--- src/rtl/wdg_defines.vh ---
/*
 Constants for the digital watchdog downcounter: register offsets, field
 positions, reset values and timing counts. Definitions only.
*/
`ifndef WDG_DEFINES_VH
`define WDG_DEFINES_VH

// Byte addresses on the APB
`define WDG_ADDR_CNT 8'hd8
`define WDG_ADDR_STAT 8'hdc

// Count/control register fields
`define WDG_BIT_ACT 0
`define WDG_BIT_SR 1
`define WDG_PER_LO 2
`define WDG_PER_HI 7
`define WDG_REG_RESET 8'hfe
`define WDG_CNT_RESET 7'h7f
`define WDG_CNT_MSB 6

// Status register fields
`define WDG_ST_ACTIVE 0
`define WDG_ST_HWOPT 1
`define WDG_ST_WDRST 2
`define WDG_ST_STOP 3
`define WDG_ST_WAIT 4

// Timing, in oscillator (pclk) cycles
`define WDG_OSC_DIV 12
`define WDG_STEP_OSC_CYCLES 3072
`define WDG_PRESC_STEPS (`WDG_STEP_OSC_CYCLES / `WDG_OSC_DIV)
`define WDG_PRESC_LAST 8'hff
`define WDG_STAB_CYCLES 2048
`define WDG_STAB_LAST 11'h7ff

`endif

--- src/rtl/wdg_clkdiv.v ---
/*
 Divide-by-N enable generator: one-cycle tick every DIV cycles of clk.
 Assumes a single clock; freeze holds the phase, clear restarts it.
*/
`timescale 1ns/1ps
module wdg_clkdiv #(
    parameter DIV = 12,
    parameter W = 4
) (
    input wire clk,
    input wire rst_n,
    input wire run,
    input wire clear,
    output reg tick
);
    reg [W-1:0] cnt_reg;
    wire at_end = (cnt_reg == DIV[W-1:0] - {{(W-1){1'b0}}, 1'b1});

    always @(posedge clk or negedge rst_n) begin
        if (!rst_n) begin
            cnt_reg <= {W{1'b0}};
            tick <= 1'b0;
        end else if (clear) begin
            cnt_reg <= {W{1'b0}};
            tick <= 1'b0;
        end else if (run) begin
            cnt_reg <= at_end ? {W{1'b0}} : cnt_reg + {{(W-1){1'b0}}, 1'b1};
            tick <= at_end;
        end else begin
            tick <= 1'b0;
        end
    end
endmodule // wdg_clkdiv

--- src/rtl/wdg_top.v ---
/*
 Digital watchdog downcounter with APB register access.
 Assumes: one clock pclk at 125 MHz taken as the oscillator clock; the
 hardware-activation option strap is stable at and after reset release;
 stop_req, wait_req and wake_irq are one-cycle pulses from the core.
*/
`timescale 1ns/1ps
`include "wdg_defines.vh"

// Function
// - Chip reset when the counter top stage falls to zero while active.
// - Software option: inactive until activation bit set; stop mode usable only until then, stop acts as wait once active.
// - Once active, writes cannot deactivate; only a chip reset does.
// - Hardware option: stop acts as wait, oscillator runs, counting continues.
// - Leaving stop on an interrupt resumes counting from the held value.
// - Reset value: activation bit zero, period and self-reset bits one.
// - Writing the self-reset bit to zero causes an immediate chip reset.
// - Period bits reversed: register bit 7 is counter bit 0, bit 2 is bit 5.
// - Period bits select 64 timeouts from 3072 to 196608 oscillator cycles.
// - Hardware option: activation bit reads one and cannot be changed.
// - Inactive counter runs as free 7-bit timer and raises no reset.
// - At least 28 instructions run after activation before any reset.
// - Counter clocked from the oscillator divided by twelve.
// - Watchdog reset reinitialises counter, restarts chip with stabilisation delay.
module wdg_top #(
    parameter ADDR_W = 8,
    parameter STAB_CYCLES = `WDG_STAB_CYCLES
) (
    input wire pclk,
    input wire presetn,
    input wire psel,
    input wire penable,
    input wire pwrite,
    input wire [ADDR_W-1:0] paddr,
    input wire [31:0] pwdata,
    input wire [3:0] pstrb,
    output reg [31:0] prdata,
    output reg pready,
    output reg pslverr,
    input wire hw_option,
    input wire stop_req,
    input wire wait_req,
    input wire wake_irq,
    output reg chip_rst,
    output reg stop_mode,
    output reg wait_mode,
    output reg osc_run,
    output reg wdg_active
);
    // Counter state; bit 6 is the self-reset stage
    reg [6:0] cnt_reg;
    reg [6:0] cnt_next;
    reg act_reg;
    reg hwopt_reg;
    reg opt_valid_reg;
    reg wdrst_flag_reg;
    reg [7:0] presc_reg;
    reg [10:0] stab_reg;
    reg stab_busy_reg;
    reg step;
    reg fire;

    wire active = act_reg | hwopt_reg;
    wire frozen = stop_mode | stab_busy_reg;
    wire div_tick;

    // APB decode
    wire access = psel & penable;
    wire done = access & pready;
    wire hit_cnt = (paddr == `WDG_ADDR_CNT);
    wire hit_stat = (paddr == `WDG_ADDR_STAT);
    wire mapped = hit_cnt | hit_stat;
    wire wr_cnt = done & pwrite & hit_cnt & pstrb[0];
    wire wr_stat = done & pwrite & hit_stat & pstrb[0];
    wire act_rise = wr_cnt & pwdata[`WDG_BIT_ACT] & ~active & ~hwopt_reg;

    // Reversed mapping between register bits and counter stages
    reg [7:0] cnt_view;
    reg [6:0] cnt_load;
    integer i;
    always @* begin
        cnt_view = 8'h00;
        cnt_load = 7'h00;
        for (i = 0; i < 6; i = i + 1) begin
            cnt_view[`WDG_PER_HI - i] = cnt_reg[i];
            cnt_load[i] = pwdata[`WDG_PER_HI - i];
        end
        cnt_view[`WDG_BIT_SR] = cnt_reg[`WDG_CNT_MSB];
        cnt_view[`WDG_BIT_ACT] = active;
        cnt_load[`WDG_CNT_MSB] = pwdata[`WDG_BIT_SR];
    end

    // Divide-by-twelve enable; halted while the oscillator is stopped
    wdg_clkdiv #(
        .DIV(`WDG_OSC_DIV),
        .W(4)
    ) u_div (
        .clk(pclk),
        .rst_n(presetn),
        .run(~frozen),
        .clear(wr_cnt | stab_busy_reg),
        .tick(div_tick)
    );

    // Counter next value and reset trigger
    always @* begin
        cnt_next = cnt_reg;
        step = div_tick & (presc_reg == `WDG_PRESC_LAST) & ~frozen;
        fire = 1'b0;
        if (wr_cnt) begin
            cnt_next = cnt_load;
            if (!pwdata[`WDG_BIT_SR])
                fire = 1'b1;
        end else if (step) begin
            cnt_next = cnt_reg - 7'h01;
            if (active && cnt_reg[`WDG_CNT_MSB] && !cnt_next[`WDG_CNT_MSB])
                fire = 1'b1;
        end
    end

    // Option strap caught after reset release
    always @(posedge pclk or negedge presetn) begin
        if (!presetn) begin
            opt_valid_reg <= 1'b0;
            hwopt_reg <= 1'b0;
        end else if (!opt_valid_reg) begin
            opt_valid_reg <= 1'b1;
            hwopt_reg <= hw_option;
        end
    end

    // Prescaler: 256 divided ticks per counter step
    always @(posedge pclk or negedge presetn) begin
        if (!presetn)
            presc_reg <= 8'h00;
        else if (stab_busy_reg || wr_cnt || act_rise)
            presc_reg <= 8'h00;
        else if (div_tick && !frozen)
            presc_reg <= presc_reg + 8'h01;
    end

    // Counter and activation bit
    always @(posedge pclk or negedge presetn) begin
        if (!presetn) begin
            cnt_reg <= `WDG_CNT_RESET;
            act_reg <= 1'b0;
        end else if (stab_busy_reg || fire) begin
            cnt_reg <= `WDG_CNT_RESET;
            act_reg <= 1'b0;
        end else begin
            cnt_reg <= cnt_next;
            if (act_rise)
                act_reg <= 1'b1;
        end
    end

    // Stabilisation delay after a watchdog reset
    always @(posedge pclk or negedge presetn) begin
        if (!presetn) begin
            stab_busy_reg <= 1'b0;
            stab_reg <= 11'h000;
            chip_rst <= 1'b0;
        end else if (fire && !stab_busy_reg) begin
            stab_busy_reg <= 1'b1;
            stab_reg <= 11'h000;
            chip_rst <= 1'b1;
        end else if (stab_busy_reg) begin
            if (stab_reg == STAB_CYCLES[10:0] - 11'h001) begin
                stab_busy_reg <= 1'b0;
                chip_rst <= 1'b0;
            end else begin
                stab_reg <= stab_reg + 11'h001;
            end
        end
    end

    // Power modes: stop only while the watchdog is inactive
    always @(posedge pclk or negedge presetn) begin
        if (!presetn) begin
            stop_mode <= 1'b0;
            wait_mode <= 1'b0;
            osc_run <= 1'b1;
        end else if (stab_busy_reg || fire || wake_irq) begin
            stop_mode <= 1'b0;
            wait_mode <= 1'b0;
            osc_run <= 1'b1;
        end else if (stop_req) begin
            if (active) begin
                wait_mode <= 1'b1;
                osc_run <= 1'b1;
            end else begin
                stop_mode <= 1'b1;
                osc_run <= 1'b0;
            end
        end else if (wait_req) begin
            wait_mode <= 1'b1;
        end
    end

    // Sticky watchdog-reset flag, cleared by writing one; a new reset wins
    always @(posedge pclk or negedge presetn) begin
        if (!presetn)
            wdrst_flag_reg <= 1'b0;
        else if (fire)
            wdrst_flag_reg <= 1'b1;
        else if (wr_stat && pwdata[`WDG_ST_WDRST])
            wdrst_flag_reg <= 1'b0;
    end

    // Active indication
    always @(posedge pclk or negedge presetn) begin
        if (!presetn)
            wdg_active <= 1'b0;
        else
            wdg_active <= active & ~stab_busy_reg & ~fire;
    end

    // APB slave: one wait state, registered answer
    always @(posedge pclk or negedge presetn) begin
        if (!presetn) begin
            pready <= 1'b0;
            pslverr <= 1'b0;
            prdata <= 32'h0000_0000;
        end else if (access && !pready) begin
            pready <= 1'b1;
            pslverr <= ~mapped;
            if (!pwrite && hit_cnt)
                prdata <= {24'h000000, cnt_view};
            else if (!pwrite && hit_stat)
                prdata <= {27'h0000000, wait_mode, stop_mode, wdrst_flag_reg,
                           hwopt_reg, active};
            else
                prdata <= 32'h0000_0000;
        end else begin
            pready <= 1'b0;
            pslverr <= 1'b0;
        end
    end
endmodule // wdg_top

--- config.mk ---
export PLATFORM = sky130hd
export DESIGN_NAME = wdg_top
export DESIGN_NICKNAME = d
export VERILOG_FILES = /design/src/rtl/wdg_clkdiv.v /design/src/rtl/wdg_top.v
export VERILOG_INCLUDE_DIRS = /design/src /design/src/rtl
export SDC_FILE = /design/constraint.sdc
export NUM_CORES = 1
export LEC_CHECK = 0
export ABC_CLOCK_PERIOD_IN_PS = 4800
export BUFFER_PORTS_ARGS = -buffer_cell sky130_fd_sc_hd__buf_2
export CAP_MARGIN = 25
export CORE_ASPECT_RATIO = 0.8
export CORE_MARGIN = 2
export CORE_UTILIZATION = 54
export DETAILED_ROUTE_END_ITERATION = 12
export GPL_TIMING_DRIVEN = 0
export PLACE_DENSITY = 0.88
export SYNTH_ARGS = -nofsm -noshare
export SYNTH_HDL_FRONTEND = slang
export SYNTH_SLANG_ARGS = --single-unit
--- constraint.sdc ---
create_clock -name pclk -period 4.8 [get_ports pclk]
set_input_delay 0.96 -clock pclk [delete_from_list [all_inputs] [get_ports pclk]]
set_output_delay 0.96 -clock pclk [all_outputs]
set_load 0.005 [all_outputs]
======== Yosys cells after proc, flatten, opt, wreduce, memory -nomap -nowiden ========
Cells that the tools add are included.
cells by class
  add/sub/neg operators ................... 4
  equality and inequality tests ........... 9
  mux-type cells .......................... 41
  bitwise operators ....................... 24
  reductions and logical operators ........ 29
operator list
  kind                                                                number
  11-bit two-way mux                                                  3
  32-bit two-way mux                                                  1
  1-bit two-way mux                                                   28
  8-bit equality test, second input constant                          3
  7-bit two-way mux                                                   3
  8-bit two-way mux                                                   2
  1-bit AND                                                           14
  4-bit two-way mux                                                   3
  2-bit nonzero test                                                  6
  11-bit by 1-bit adder with 11-bit output, second input constant     1
  11-bit equality test, second input constant                         1
  8-bit by 1-bit adder with 8-bit output, second input constant       1
  1-bit logical AND                                                   8
  2-bit AND reduction                                                 4
  7-bit by 1-bit subtractor with 7-bit output, second input constant  1
  1-bit NOT                                                           6
  3-bit nonzero test                                                  2
  1-bit logical NOT                                                   5
  5-bit two-way mux                                                   1
  4-bit by 1-bit adder with 4-bit output, second input constant       1
  4-bit equality test, second input constant                          1
  1-bit logical OR                                                    4
  2-bit by 1-bit != test with 1-bit output, second input constant     2
  1-bit OR                                                            4
  2 further kinds                                                     2
storage, ports and cells
  register bits after elaboration ......... 75
  input bits .............................. 53
  output and inout bits ................... 39
  logic and storage cells ................. 125

======== Longest topological paths before layout ========
Gate-level depths: netlist (run 1).
  word-level depth ........................ 10
  gate-level depth with buffers ........... 8
  mapped depth without buffers ............ 7

======== Modules after synthesis ========
Synthesis (run 1) repeated with hierarchy kept, for this count alone.
second synthesis, totals
  cell total of the unflattened synthesis .. 281
  area total of the unflattened synthesis .. 2803.9 µm²
modules (own cells, without submodules)
  module      times used  cells each  area each (µm²)  seq. area each (µm²)
  wdg_top     1           258         2560.0           1161.1
  wdg_clkdiv  1           23          244.0            125.1

======== Worst setup path before layout (run 1) ========
OpenSTA, ideal clock, no wires.
  path kind ............................... in2reg
  start ................................... input paddr[1]
  end ..................................... register stab_reg[6]
  setup time .............................. 0.137 ns
  data arrival time ....................... 2.416 ns
  required time ........................... 4.663 ns
  setup slack ............................. 2.247 ns
  cell stages on the path ................. 6
  path buffers ............................ 1
  path through ............................ or3b_4 > nor4_4 > and2_4 > mux2i_4 > buf_4 > a21oi_1
on the way
  longest elaborated chain between the ends .. 7
  elaborated cells between the ends (all ways) .. 9
  classes of those cells .................. eq/ne: 2; mux: 2; bitwise: 2; reduce/logical: 3
ends and longest elaborated chain
  item                                                           RTL line       text
  from (decl)                                                    wdg_top.v:34   input wire [ADDR_W-1:0] paddr,
  8-bit equality test (no line) (*)                              n/a
  1-bit AND (*) (2 in series)                                    wdg_top.v:73   wire wr_cnt = done & pwrite & hit_cnt & pstrb[0];
  1-bit two-way mux (*)                                          wdg_top.v:110  if (wr_cnt) begin
  1-bit logical AND (*)                                          wdg_top.v:163  end else if (fire && !stab_busy_reg) begin
  2-bit != test (no line) or 2-bit nonzero test (tied branches)  n/a
  2-bit AND reduction (no line)                                  n/a
  to (signal assigned)                                           wdg_top.v:172  stab_reg <= stab_reg + 11'h001;
  to (decl)                                                      wdg_top.v:58   reg [10:0] stab_reg;
Every way passes the cells marked *; elsewhere a longest branch is shown, timed or not.
A chain may end at the register's enable or synchronous reset.

======== Worst setup path in the final report (run 1) ========
Ends and elaborated chain as after synthesis.

==> results of run 1 <==
==> final cells by class <==
type / instances / area, um^2 / area share [%]
inverters: 8 / 30.03 / 0.9231
clock inverters: 3 / 67.56 / 2.077
clock buffers: 5 / 68.82 / 2.115
multi-input cells: 218 / 1292 / 39.73
plain buffers: 32 / 215.2 / 6.615
repair buffers: 40 / 215.2 / 6.615
well taps: 62 / 77.57 / 2.385
flip-flops and latches: 51 / 1286 / 39.54
==> placed cells by master (no fill, tap or decap), types with 3 or more instances in the layout <==
cell / count
inv_1: 7
conb_1: 25
a22o_1: 4
o22ai_1: 7
nand2_1: 32
nor2_1: 36
xor2_1: 4
o21ai_0: 13
clkbuf_8: 5
nand3_1: 10
dfrtp_1: 43
buf_4: 25
nor4_1: 3
nand4_1: 6
clkbuf_1: 6
mux2i_1: 8
dfstp_2: 8
nor3_1: 8
xnor2_1: 13
a31oi_1: 4
ha_1: 4
buf_2: 40
a21oi_1: 10
==> final timing paths <==
path,to,slack [ns],depth (start not counted)
hold / removal,prdata[4]$_DFFE_PN0P_,0.49,2
setup / recovery,stab_reg[6]$_DFFE_PN0P_,2.23,7
min in group asynchronous,wdg_active$_DFF_PN0_,0.54,1
setup reg to reg,stab_reg[6]$_DFFE_PN0P_,2.33,8
max in group asynchronous,cnt_reg[6]$_DFFE_PN1P_,3.70,2
hold reg to reg,prdata[4]$_DFFE_PN0P_,0.49,2
==> critical path, delay by kind of cell <==
family                 cells  cell delay [ns]
AO/OA/AOI/OAI              1             0.08
AND/OR/NAND/NOR            3             0.97
buffers and inverters      2             0.35
multiplexers               1             0.38
==> through the flow <==
stage	hold WS, ns	setup WS, ns	power (uW)
floorplan	0.4639	2.247	748.0
global placement	0.4563	1.940	800.8
detailed placement	0.4680	1.927	821.4
CTS	0.4897	2.245	1173
global route	0.5213	2.150	1240
finish	0.4870	2.230	1170
==> kinds of logic (layout without fill, tap and decap cells) <==
group / Yosys count / count (layout) / synth area share (%)
other: 2 / 25 / 0.2743
buffers and inverters: 40 / 88 / 8.958
and+or+nand+nor: 119 / 119 / 22.85
DFF: 51 / 51 / 46.98
xor gates and xnor gates: 17 / 17 / 5.439
adders and majority gates: 4 / 4 / 1.828
muxes: 10 / 10 / 4.159
AOI/OAI and AO/OA: 43 / 43 / 9.506
==> routing by layer <==
metal,GRT usage (%),share of wire (%)
met1,25.64,46
met4,7.460,0.39
met2,36.30,48
met3,3.912,6.5
met5,0,0
==> power by group <==
group | total (uW) | leakage, uW | switching, uW | internal [uW]
clock | 355 | 0.0000644 | 147 | 208
sequential | 564 | 0.000578 | 66.1 | 498
combinational | 251 | 0.000946 | 129 | 122
total | 1170 | 0.00159 | 343 | 828
==> results.md, run 1 <==
* Status: complete, no violations
* Dpl cells at between 400 and 500
* EDFF count, synth at 0
* Synth unique cells at 46
* Slew Limit Fails at 0
* Post-Syn Area at between 2000 and 3000 um^2
* Cell area after layout at roughly 3300 um^2
* Element type at the critical path end: register
* CP Launch Type: input pin
* Worst setup path start: paddr[1]
* CTS sink count at 51
* Chip Width at 83.61 um
* Area of the core at 4950 um^2
* Hold path start: prdata[4]$_DFFE_PN0P_
* Initial antenna violation count at 0
* Number of nets in the layout at 413
* TritonCTS buffer count at 5
* Synth top area share at about 39%
* Routability-driven placement congestion ratio at 0.8179
* Register clock-pin slew on the reported worst setup and hold paths at approximately 0.10 ns
* Slew margin rel. at between 40% and 50%
* Syn. warnings at 0
* Hold-fix buffers, CTS at 0
* RSZ-0062 raised after global routing: false
* CTS tree: yes
* Achievable frequency at slightly below 400 MHz
* Grt ovf at 0
* Async SR Flop Fraction at 100.0%
* Final HPWL DP at 4150 um
* Share of layout cells above drive strength 1 at 26.05%
* Global-route wire length before repair at 9183 um
* Fin crit period at 2.570 ns
* Critical Path RT at 4.98 ns
* Number of global-route vias before repair at 2104
* Max clock buf depth at 2
* Dominant synthesized flop cell: dfrtp_1
* PwrDens at about 360 nW/um^2
* Setup Viol. Count Final at 0
* Slowest CP cell: or3b_4
* Resized cells post-CTS at 0
* Die Span Y at a little under 70 um
* Max_cap viols at 0
* Via density at 5.210
* Synth area leader: dfrtp_1
* WL/cell at between 10 and 15 um
* Leak at ~0.0016 uW
* Critical path class: in2reg
* DRT iter0 DRCs at approximately 140
* Worst R2R Start: cnt_reg[0]$_DFFE_PN1P_
* IO Pins at 92
* GRT Overall Usage at 20.53%
* Synth area leaders: dfrtp_1, dfstp_2, buf_4
* Top post-synthesis cells by count: dfrtp_1, nor2_1, nand2_1
* Layout fillers at 397
* DRC violations left at 0
* Area of the die at 5659 um^2
* Worst-Skew Late Latency at about 0.31 ns
* Peak VDD IR at 228.1 uV
* Largest net degree at the start of global routing at 38
* Mean post-synth cell area at 9.572 um^2
* Slew @ Worst Pin at 0.7659 ns
* Root Buffer: clkbuf_8
* Max incr delay on CP at 0.41 ns
* Max reg flops at 11
* Port Buf Inserts at 39
* Final ANT Viol Nets at 0
* Ant. Diodes at 0
* Period Utilization, post-route at 53.55%
* Post-CTS setup buffers at 0
* DRT Pass-1 Iters at 4
* Fin Setup TNS at 0 ns
* DP Area at 3117 um^2
* Most frequent cell after synthesis: dfrtp_1
* Sequential share of the synthesized area at 46.98%
* Starting Density at 55.31%
* Routed WL at 5451 um
* Non-Filler Instances at 419
* Area Growth Syn to Fin at 18.83%
* Final hold viol count at 0
* Synthesized instance count at 286
* Synth Register Bits at a little over 50
* Hold Path Class: reg2reg
* Arrival time worst endpoint at around 2.8 ns
* Cells along the critical path: buf_2, or3b_4, nor4_4, and2_4, mux2i_4, buf_4, a21oi_1
* Cell row count at 23
* Critical path fanouts, max at 10
* Clock Skews at 0.01275 ns
* Final design utilization at roughly 66%
* Htree depth at 2
* DR vias at around 2200
Power figures use the tool's default switching activity.
==> run 2, diff against run 1 <==
Settings changed: ABC_CLOCK_PERIOD_IN_PS 4800 to 2500, CORE_UTILIZATION 54 to 50, PLACE_DENSITY 0.88 to 0.82.
Clock period 4.8 ns to 2.5 ns, I/O delays scaled along.
==> run 2 against run 1 <==
Compared with the run above: final area is 0.62% higher; sequential cell count stayed put; largest power group unchanged; clock power is 89% higher; sequential power is 91% higher; non-clock buffer count is 2 higher; critical path type is now reg2reg.
==> results.md, run 2 (synthesis results as in run 1) <==
* Status: complete, no violations (unchanged)
* Critical path class: reg2reg (was in2reg)
* Number of nets in the layout at 415 (was 413)
* Most frequent cells in the layout: dfrtp_1, buf_2, nor2_1, nand2_1, buf_4 (was dfrtp_1, buf_2, nor2_1, nand2_1)
* Peak VDD IR at 324.1 uV (was 228.1 uV)
* Number of global-route vias before repair at 2174 (was 2104)
* Arrival time worst endpoint at 2.48 ns (was 2.75 ns)
* PwrDens at 685.2 nW/um^2 (was 359.7 nW/um^2)
* Final hold viol count at 0 (unchanged)
* Layout fillers at 462 (was 397)
* Critical Path RT at 2.66 ns (was 4.98 ns)
* Clk network pwr share at 29.9% (was 30.3%)
* Clock Skews at 0.007977 ns (was 0.01275 ns)
* Die Span Y at 70.18 um (was 67.69 um)
* Final design utilization at 60.89% (was 65.72%)
* Routability-driven placement congestion ratio at 0.8278 (was 0.8179)
* Worst setup path start: stop_mode$_DFFE_PN0P_ (was paddr[1])
* Area Growth Syn to Fin at 19.56% (was 18.83%)
* Final setup margin at 0.1792 ns (was 2.230 ns)
* Slew @ Worst Pin at 0.7341 ns (was 0.7659 ns)
* DRT iter0 DRCs at 129 (was 142)
* CTS tree: yes (unchanged)
* Sw frac at 29.08% (was 29.28%)
* CTS sink count at 51 (unchanged)
* Storage cell area at 1286 um^2 (unchanged)
* Period Utilization, post-route at 92.83%
* Routed WL at 5658 um (was 5451 um)
* Via density at 5.134 (was 5.210)
* Chip Width at 86.73 um (was 83.61 um)
* DRC violations left at 0 (unchanged)
* Setup Viol. Count Final at 0 (unchanged)
* Comb pwr share at 21.7% (was 21.5%)
* Reg2reg path depth at 7 (was 8)
* Global-route wire length before repair at 9632 um (was 9183 um)
* Cell area after layout at 3273 um^2 (was 3253 um^2)
* Register clock-pin slew on the reported worst setup and hold paths at 0.09 ns (was 0.10 ns)
* Sw power at 652.2 uW (was 342.6 uW)
* Htree depth at 2 (unchanged)
* Largest net degree at the start of global routing at 33 (was 38)
* GRT Overall Usage at 19.81% (was 20.53%)
* Final HPWL DP at 4178 um (was 4150 um)
* CP Launch Type: register (was input pin)
* Element type at the critical path end: register (unchanged)
* R2R Setup Slk at 0.18 ns (was 2.33 ns)
* Ant. Diodes at 0 (unchanged)
* Max reg flops at 11 (unchanged)
* Pre-CTS WS at 0.04303 ns (was 1.927 ns)
* Cell row count at 24 (was 23)
* DR vias at 2177 (was 2183)
* Root Buffer: clkbuf_8 (unchanged)
* Final ANT Viol Nets at 0 (unchanged)
* Max_cap viols at 0 (unchanged)
* Fin crit period at ~2.3 ns
* Most common cell after layout, fill and taps aside: dfrtp_1 (unchanged)
* Achievable frequency at 430.9 MHz
* Worst R2R End: stab_reg[1]$_DFFE_PN0P_ (was stab_reg[6]$_DFFE_PN0P_)
* Area of the core at 5375 um^2 (was 4950 um^2)
* Slew Limit Fails at 0 (unchanged)
* Worst-Skew Late Latency at 0.30 ns (was 0.31 ns)
* Worst setup path end: stab_reg[1]$_DFFE_PN0P_ (was stab_reg[6]$_DFFE_PN0P_)
* Starting Density at 50.93% (was 55.31%)
* Initial antenna violation count at 0 (unchanged)
* DP Area at 3120 um^2 (was 3117 um^2)
* Grt ovf at 0 (unchanged)
* DRT Pass-1 Iters at 4 (unchanged)
* Area of the die at 6087 um^2 (was 5659 um^2)
* TritonCTS buffer count at 5 (unchanged)
* Worst R2R Start: stop_mode$_DFFE_PN0P_ (was cnt_reg[0]$_DFFE_PN1P_)
* Hold Path Class: in2async (was reg2reg)
* Area of the multi-input gates at 1297 um^2 (was 1292 um^2)
* Slew margin rel. at 50.68% (was 48.54%)
* IO Pins at 92 (unchanged)
* Sequential power share at 48.4% (was 48.2%)
* Max clock buf depth at 2 (unchanged)
* Leak at 0.001600 uW (was 0.001588 uW)
* Dpl cells at 414 (was 411)
* Port Buf Inserts at 39 (unchanged)
* Non-Filler Instances at 424 (was 419)
* Pint at 1591 uW (was 827.5 uW)
* WL/cell at 13.34 um (was 13.01 um)
* Share of layout cells above drive strength 1 at 26.46% (was 26.05%)
* Critical path fanouts, max at 10 (unchanged)
-- run 2: changes by cell type in the layout (fill, tap and decap cells not counted), sizes merged --
cell / change
clkinvlp: -1
clkbuf: +1
buf: +2
-- run 2: worst min path at each step --
| stage | slack, ns | start | end | cells past startpoint |
|---|---|---|---|---|
| 6_report | 0.13 | presetn | stab_reg[4]$_DFFE_PN0P_ | 1 |
| 3_5_place_dp | 0.47 | presetn | pslverr$_DFF_PN0_ | 1 |
| 2_1_floorplan | 0.20 | presetn | act_reg$_DFFE_PN0P_ | 0 |
| 4_1_cts | 0.14 | presetn | prdata[1]$_DFFE_PN0P_ | 1 |
| 5_1_grt | 0.14 | presetn | stab_reg[4]$_DFFE_PN0P_ | 1 |
| 3_3_place_gp | 0.46 | prdata[3]$_DFFE_PN0P_ | prdata[3]$_DFFE_PN0P_ | 2 |
-- run 2: metrics by stage --
| stage | setup TNS (ns) | power [uW] | hold WS [ns] |
|---|---|---|---|
| after floorplan | 0 | 1436 | 0.2044 |
| after global placement | 0 | 1538 | 0.4576 |
| after detailed placement | 0 | 1576 | 0.4680 |
| after CTS | 0 | 2250 | 0.1420 |
| after global routing | -0.01613 | 2383 | 0.1443 |
| final | 0 | 2243 | 0.1304 |
-- run 2: metal layers --
metal | vias up | share of wire, % | track usage [%]
li1 | 1084 | - | -
met3 | 9 | 5.4 | 4.492
met4 | 0 | 1.4 | 6.944
met2 | 65 | 47 | 32.22
met1 | 1019 | 46 | 26.00
met5 | - | 0 | 0
-- run 2: area by class of cell --
cell class	count	area share, %
buffer	32	6.575
clock buffer	6	2.217
clock inverter	2	1.835
inverter	8	0.9174
multi-input combinational	218	39.64
sequential	51	39.30
tap	65	2.485
timing repair buffer	42	7.034
-- run 2: critical path, cell delays in order (launching register included) --
cell and delay (ns):
dfrtp_1 0.39, buf_2 0.19, nand4bb_4 0.28, nor3_2 0.45, nand4b_2 0.29, mux2i_4 0.26, buf_4 0.20, o311ai_0 0.12
-- run 2: repair_timing --
action,4_1_cts,5_1_grt
resized for setup,0,1
hold buffers,0,0
setup buffers,0,2
endpoints found under the setup margin,0,13
-- run 2: power groups by stage --
stage | logic, uW | registers (uW) | clock network, uW
floorplan | 369 | 1070 | 0
detailed placement | 482 | 1090 | 0
global route | 561 | 1100 | 718
CTS | 489 | 1080 | 680
global placement | 451 | 1090 | 0
finish | 487 | 1080 | 671
==> run 3, diff against run 2 <==
Settings changed: PLACE_DENSITY 0.82 to 0.79.
==> run 3 against run 2 <==
Compared with the run above: utilization shrank 0.68 points; sequential power is essentially flat; wire length grew 1.0%; sequential share of layout area grew 0.44 points.
==> results.md, run 3 (synthesis results as in run 1) <==
* Fin crit period at 2.279 ns (was 2.321 ns)
* Most common cell after layout, fill and taps aside: dfrtp_1 (unchanged)
* Slew @ Worst Pin at 0.6953 ns (was 0.7341 ns)
* Status: complete, no violations (unchanged)
* Achievable frequency at 438.8 MHz (was 430.9 MHz)
* Most frequent cells in the layout: dfrtp_1, buf_2, nor2_1, nand2_1, buf_4 (unchanged)
* Clk network pwr share at 24.2% (was 29.9%)
* Max_cap viols at 0 (unchanged)
* Period Utilization, post-route at 91.17% (was 92.83%)
* Largest net degree at the start of global routing at 40 (was 33)
* Gr busiest metal: met2 (unchanged)
* GRT Overall Usage at 20.27% (was 19.81%)
* Comb pwr share at 23.7% (was 21.7%)
* Die Span Y at 70.18 um (unchanged)
* Grt met2 use at 32.05% (was 32.22%)
* Peak VDD IR at 335.1 uV (was 324.1 uV)
* Critical path class: reg2reg (unchanged)
* Sw power at 685.1 uW (was 652.2 uW)
* CP Launch Type: register (unchanged)
* CTS tree: yes (unchanged)
* Non-Filler Instances at 424 (unchanged)
* Port Buf Inserts at 39 (unchanged)
* Pre-CTS WS at 0.03558 ns (was 0.04303 ns)
* Sw frac at 32.93% (was 29.08%)
* WL/cell at 13.48 um (was 13.34 um)
* Routed WL at 5716 um (was 5658 um)
* Ant. Diodes at 0 (unchanged)
* Root Buffer: clkbuf_8 (unchanged)
* Starting Density at 50.93% (unchanged)
* Element type at the critical path end: register (unchanged)
* Final ANT Viol Nets at 0 (unchanged)
* Via density at 5.146 (was 5.134)
* DRC violations left at 0 (unchanged)
* Routability-driven placement congestion ratio at 0.7867 (was 0.8278)
* Area Growth Syn to Fin at 18.24% (was 19.56%)
* Final hold viol count at 0 (unchanged)
* TritonCTS buffer count at 5 (unchanged)
* DRT Pass-1 Iters at 4 (unchanged)
* CTS sink count at 51 (unchanged)
* Sequential power share at 52.0% (was 48.4%)
* Grt ovf at 0 (unchanged)
* Global-route wire length before repair at 9666 um (was 9632 um)
* Area of the die at 6087 um^2 (unchanged)
* Initial antenna violation count at 0 (unchanged)
* Area of the core at 5375 um^2 (unchanged)
* PwrDens at 642.7 nW/um^2 (was 685.2 nW/um^2)
* Cell row count at 24 (unchanged)
* Hold Path Class: in2async (unchanged)
* Dpl cells at 414 (unchanged)
* Pint at 1395 uW (was 1591 uW)
* Fin Setup TNS at 0 ns (unchanged)
* Critical path fanouts, max at 9 (was 10)
* DR vias at 2182 (was 2177)
* Share of layout cells above drive strength 1 at 26.46% (unchanged)
* Setup Viol. Count Final at 0 (unchanged)
* Final HPWL DP at 4279 um (was 4178 um)
* Htree depth at 2 (unchanged)
* Max clock buf depth at 2 (unchanged)
* Clock Skews at 0.01234 ns (was 0.007977 ns)
* Chip Width at 86.73 um (unchanged)
* Met1 usage at 28.22% (was 26.00%)
* Number of nets in the layout at 415 (unchanged)
* Max reg flops at 11 (unchanged)
* Number of global-route vias before repair at 2049 (was 2174)
* Slew margin rel. at 53.29% (was 50.68%)
* RSZ-0062 raised after global routing: false
* DRT iter0 DRCs at 134 (was 129)
* Layout fillers at 472 (was 462)
* Leak at 0.001593 uW (was 0.001600 uW)
* Slew Limit Fails at 0 (unchanged)
* Register clock-pin slew on the reported worst setup and hold paths at 0.11 ns (was 0.09 ns)
* Critical Path RT at 2.67 ns (was 2.66 ns)
* GR Util met3 at 4.019% (was 4.492%)
* Worst-Skew Late Latency at 0.31 ns (was 0.30 ns)
* Final setup margin at 0.2208 ns (was 0.1792 ns)
* IO Pins at 92 (unchanged)
* Arrival time worst endpoint at 2.45 ns (was 2.48 ns)
[run 3: cell count changes in the layout (fill, tap and decap cells not counted)]
cell       change
nor3_1         +1
nor3_4         +1
inv_6          +2
clkinv_4       +1
bufinv_16      -2
nor3_2         -2
clkbuf_1       -1
[run 3: power groups by stage]
stage                     clock [uW]  sequential, uW  combinational, uW
after floorplan                    0            1070                369
after global placement             0            1090                456
after detailed placement           0            1090                486
after CTS                        521            1080                489
after global routing             552            1100                564
final                            504            1080                494
[run 3: stage by stage]
stage	instance area (um^2)	hold WS, ns	total power (uW)	utilization, %
6_report	3237	0.06561	2080	60.22
5_1_grt	3237	0.07803	2219	60.22
4_1_cts	3216	0.06468	2090	59.82
3_5_place_dp	3120	0.4095	1580	58.05
3_3_place_gp	3100	0.4577	1542	57.68
2_1_floorplan	2824	0.2044	1436	-
[run 3: final cells by class]
| class | instances | area, um^2 | area share (%) |
|---|---|---|---|
| Multi-Input combinational cell | 218 | 1299 | 40.12 |
| Sequential cell | 51 | 1286 | 39.74 |
| Timing Repair Buffer | 42 | 230.2 | 7.113 |
| Buffer | 32 | 215.2 | 6.649 |
| Tap cell | 65 | 81.33 | 2.513 |
| Clock buffer | 5 | 68.82 | 2.126 |
| Inverter | 8 | 30.03 | 0.9277 |
| Clock inverter | 3 | 26.28 | 0.8118 |
[run 3: final timing paths]
kind	startpoint	end	slack, ns	cells past startpoint
setup / recovery	cnt_reg[0]$_DFFE_PN1P_	stab_reg[1]$_DFFE_PN0P_	0.22	8
hold / removal	presetn	stab_reg[5]$_DFFE_PN0P_	0.07	1
setup reg to reg	cnt_reg[0]$_DFFE_PN1P_	stab_reg[1]$_DFFE_PN0P_	0.22	8
hold reg to reg	prdata[3]$_DFFE_PN0P_	prdata[3]$_DFFE_PN0P_	0.48	2
max in group asynchronous	presetn	cnt_reg[6]$_DFFE_PN1P_	1.88	2
min in group pclk	wake_irq	wait_mode$_DFFE_PN0P_	0.38	2
[run 3: repair_timing]
action | CTS | global route
gates resized for setup | 0 | 1
endpoints found under the setup margin | 0 | 10
hold buffers | 0 | 0
setup buffers | 0 | 2
[run 3: critical path, cell delays in order, from the launching register on]
cell and delay, ns:
dfstp_2 0.41, inv_1 0.05, ha_1 0.15, or3b_2 0.46, nor3_1 0.25, nand4b_2 0.28, mux2i_4 0.22, buf_4 0.19
o311ai_0 0.12
[run 3: per-layer routing]
layer / wire length [um] / share of wire (%)
met3: 333 / 5.8
met5: 0 / 0
met2: 2555 / 45
met4: 74 / 1.3
met1: 2752 / 48
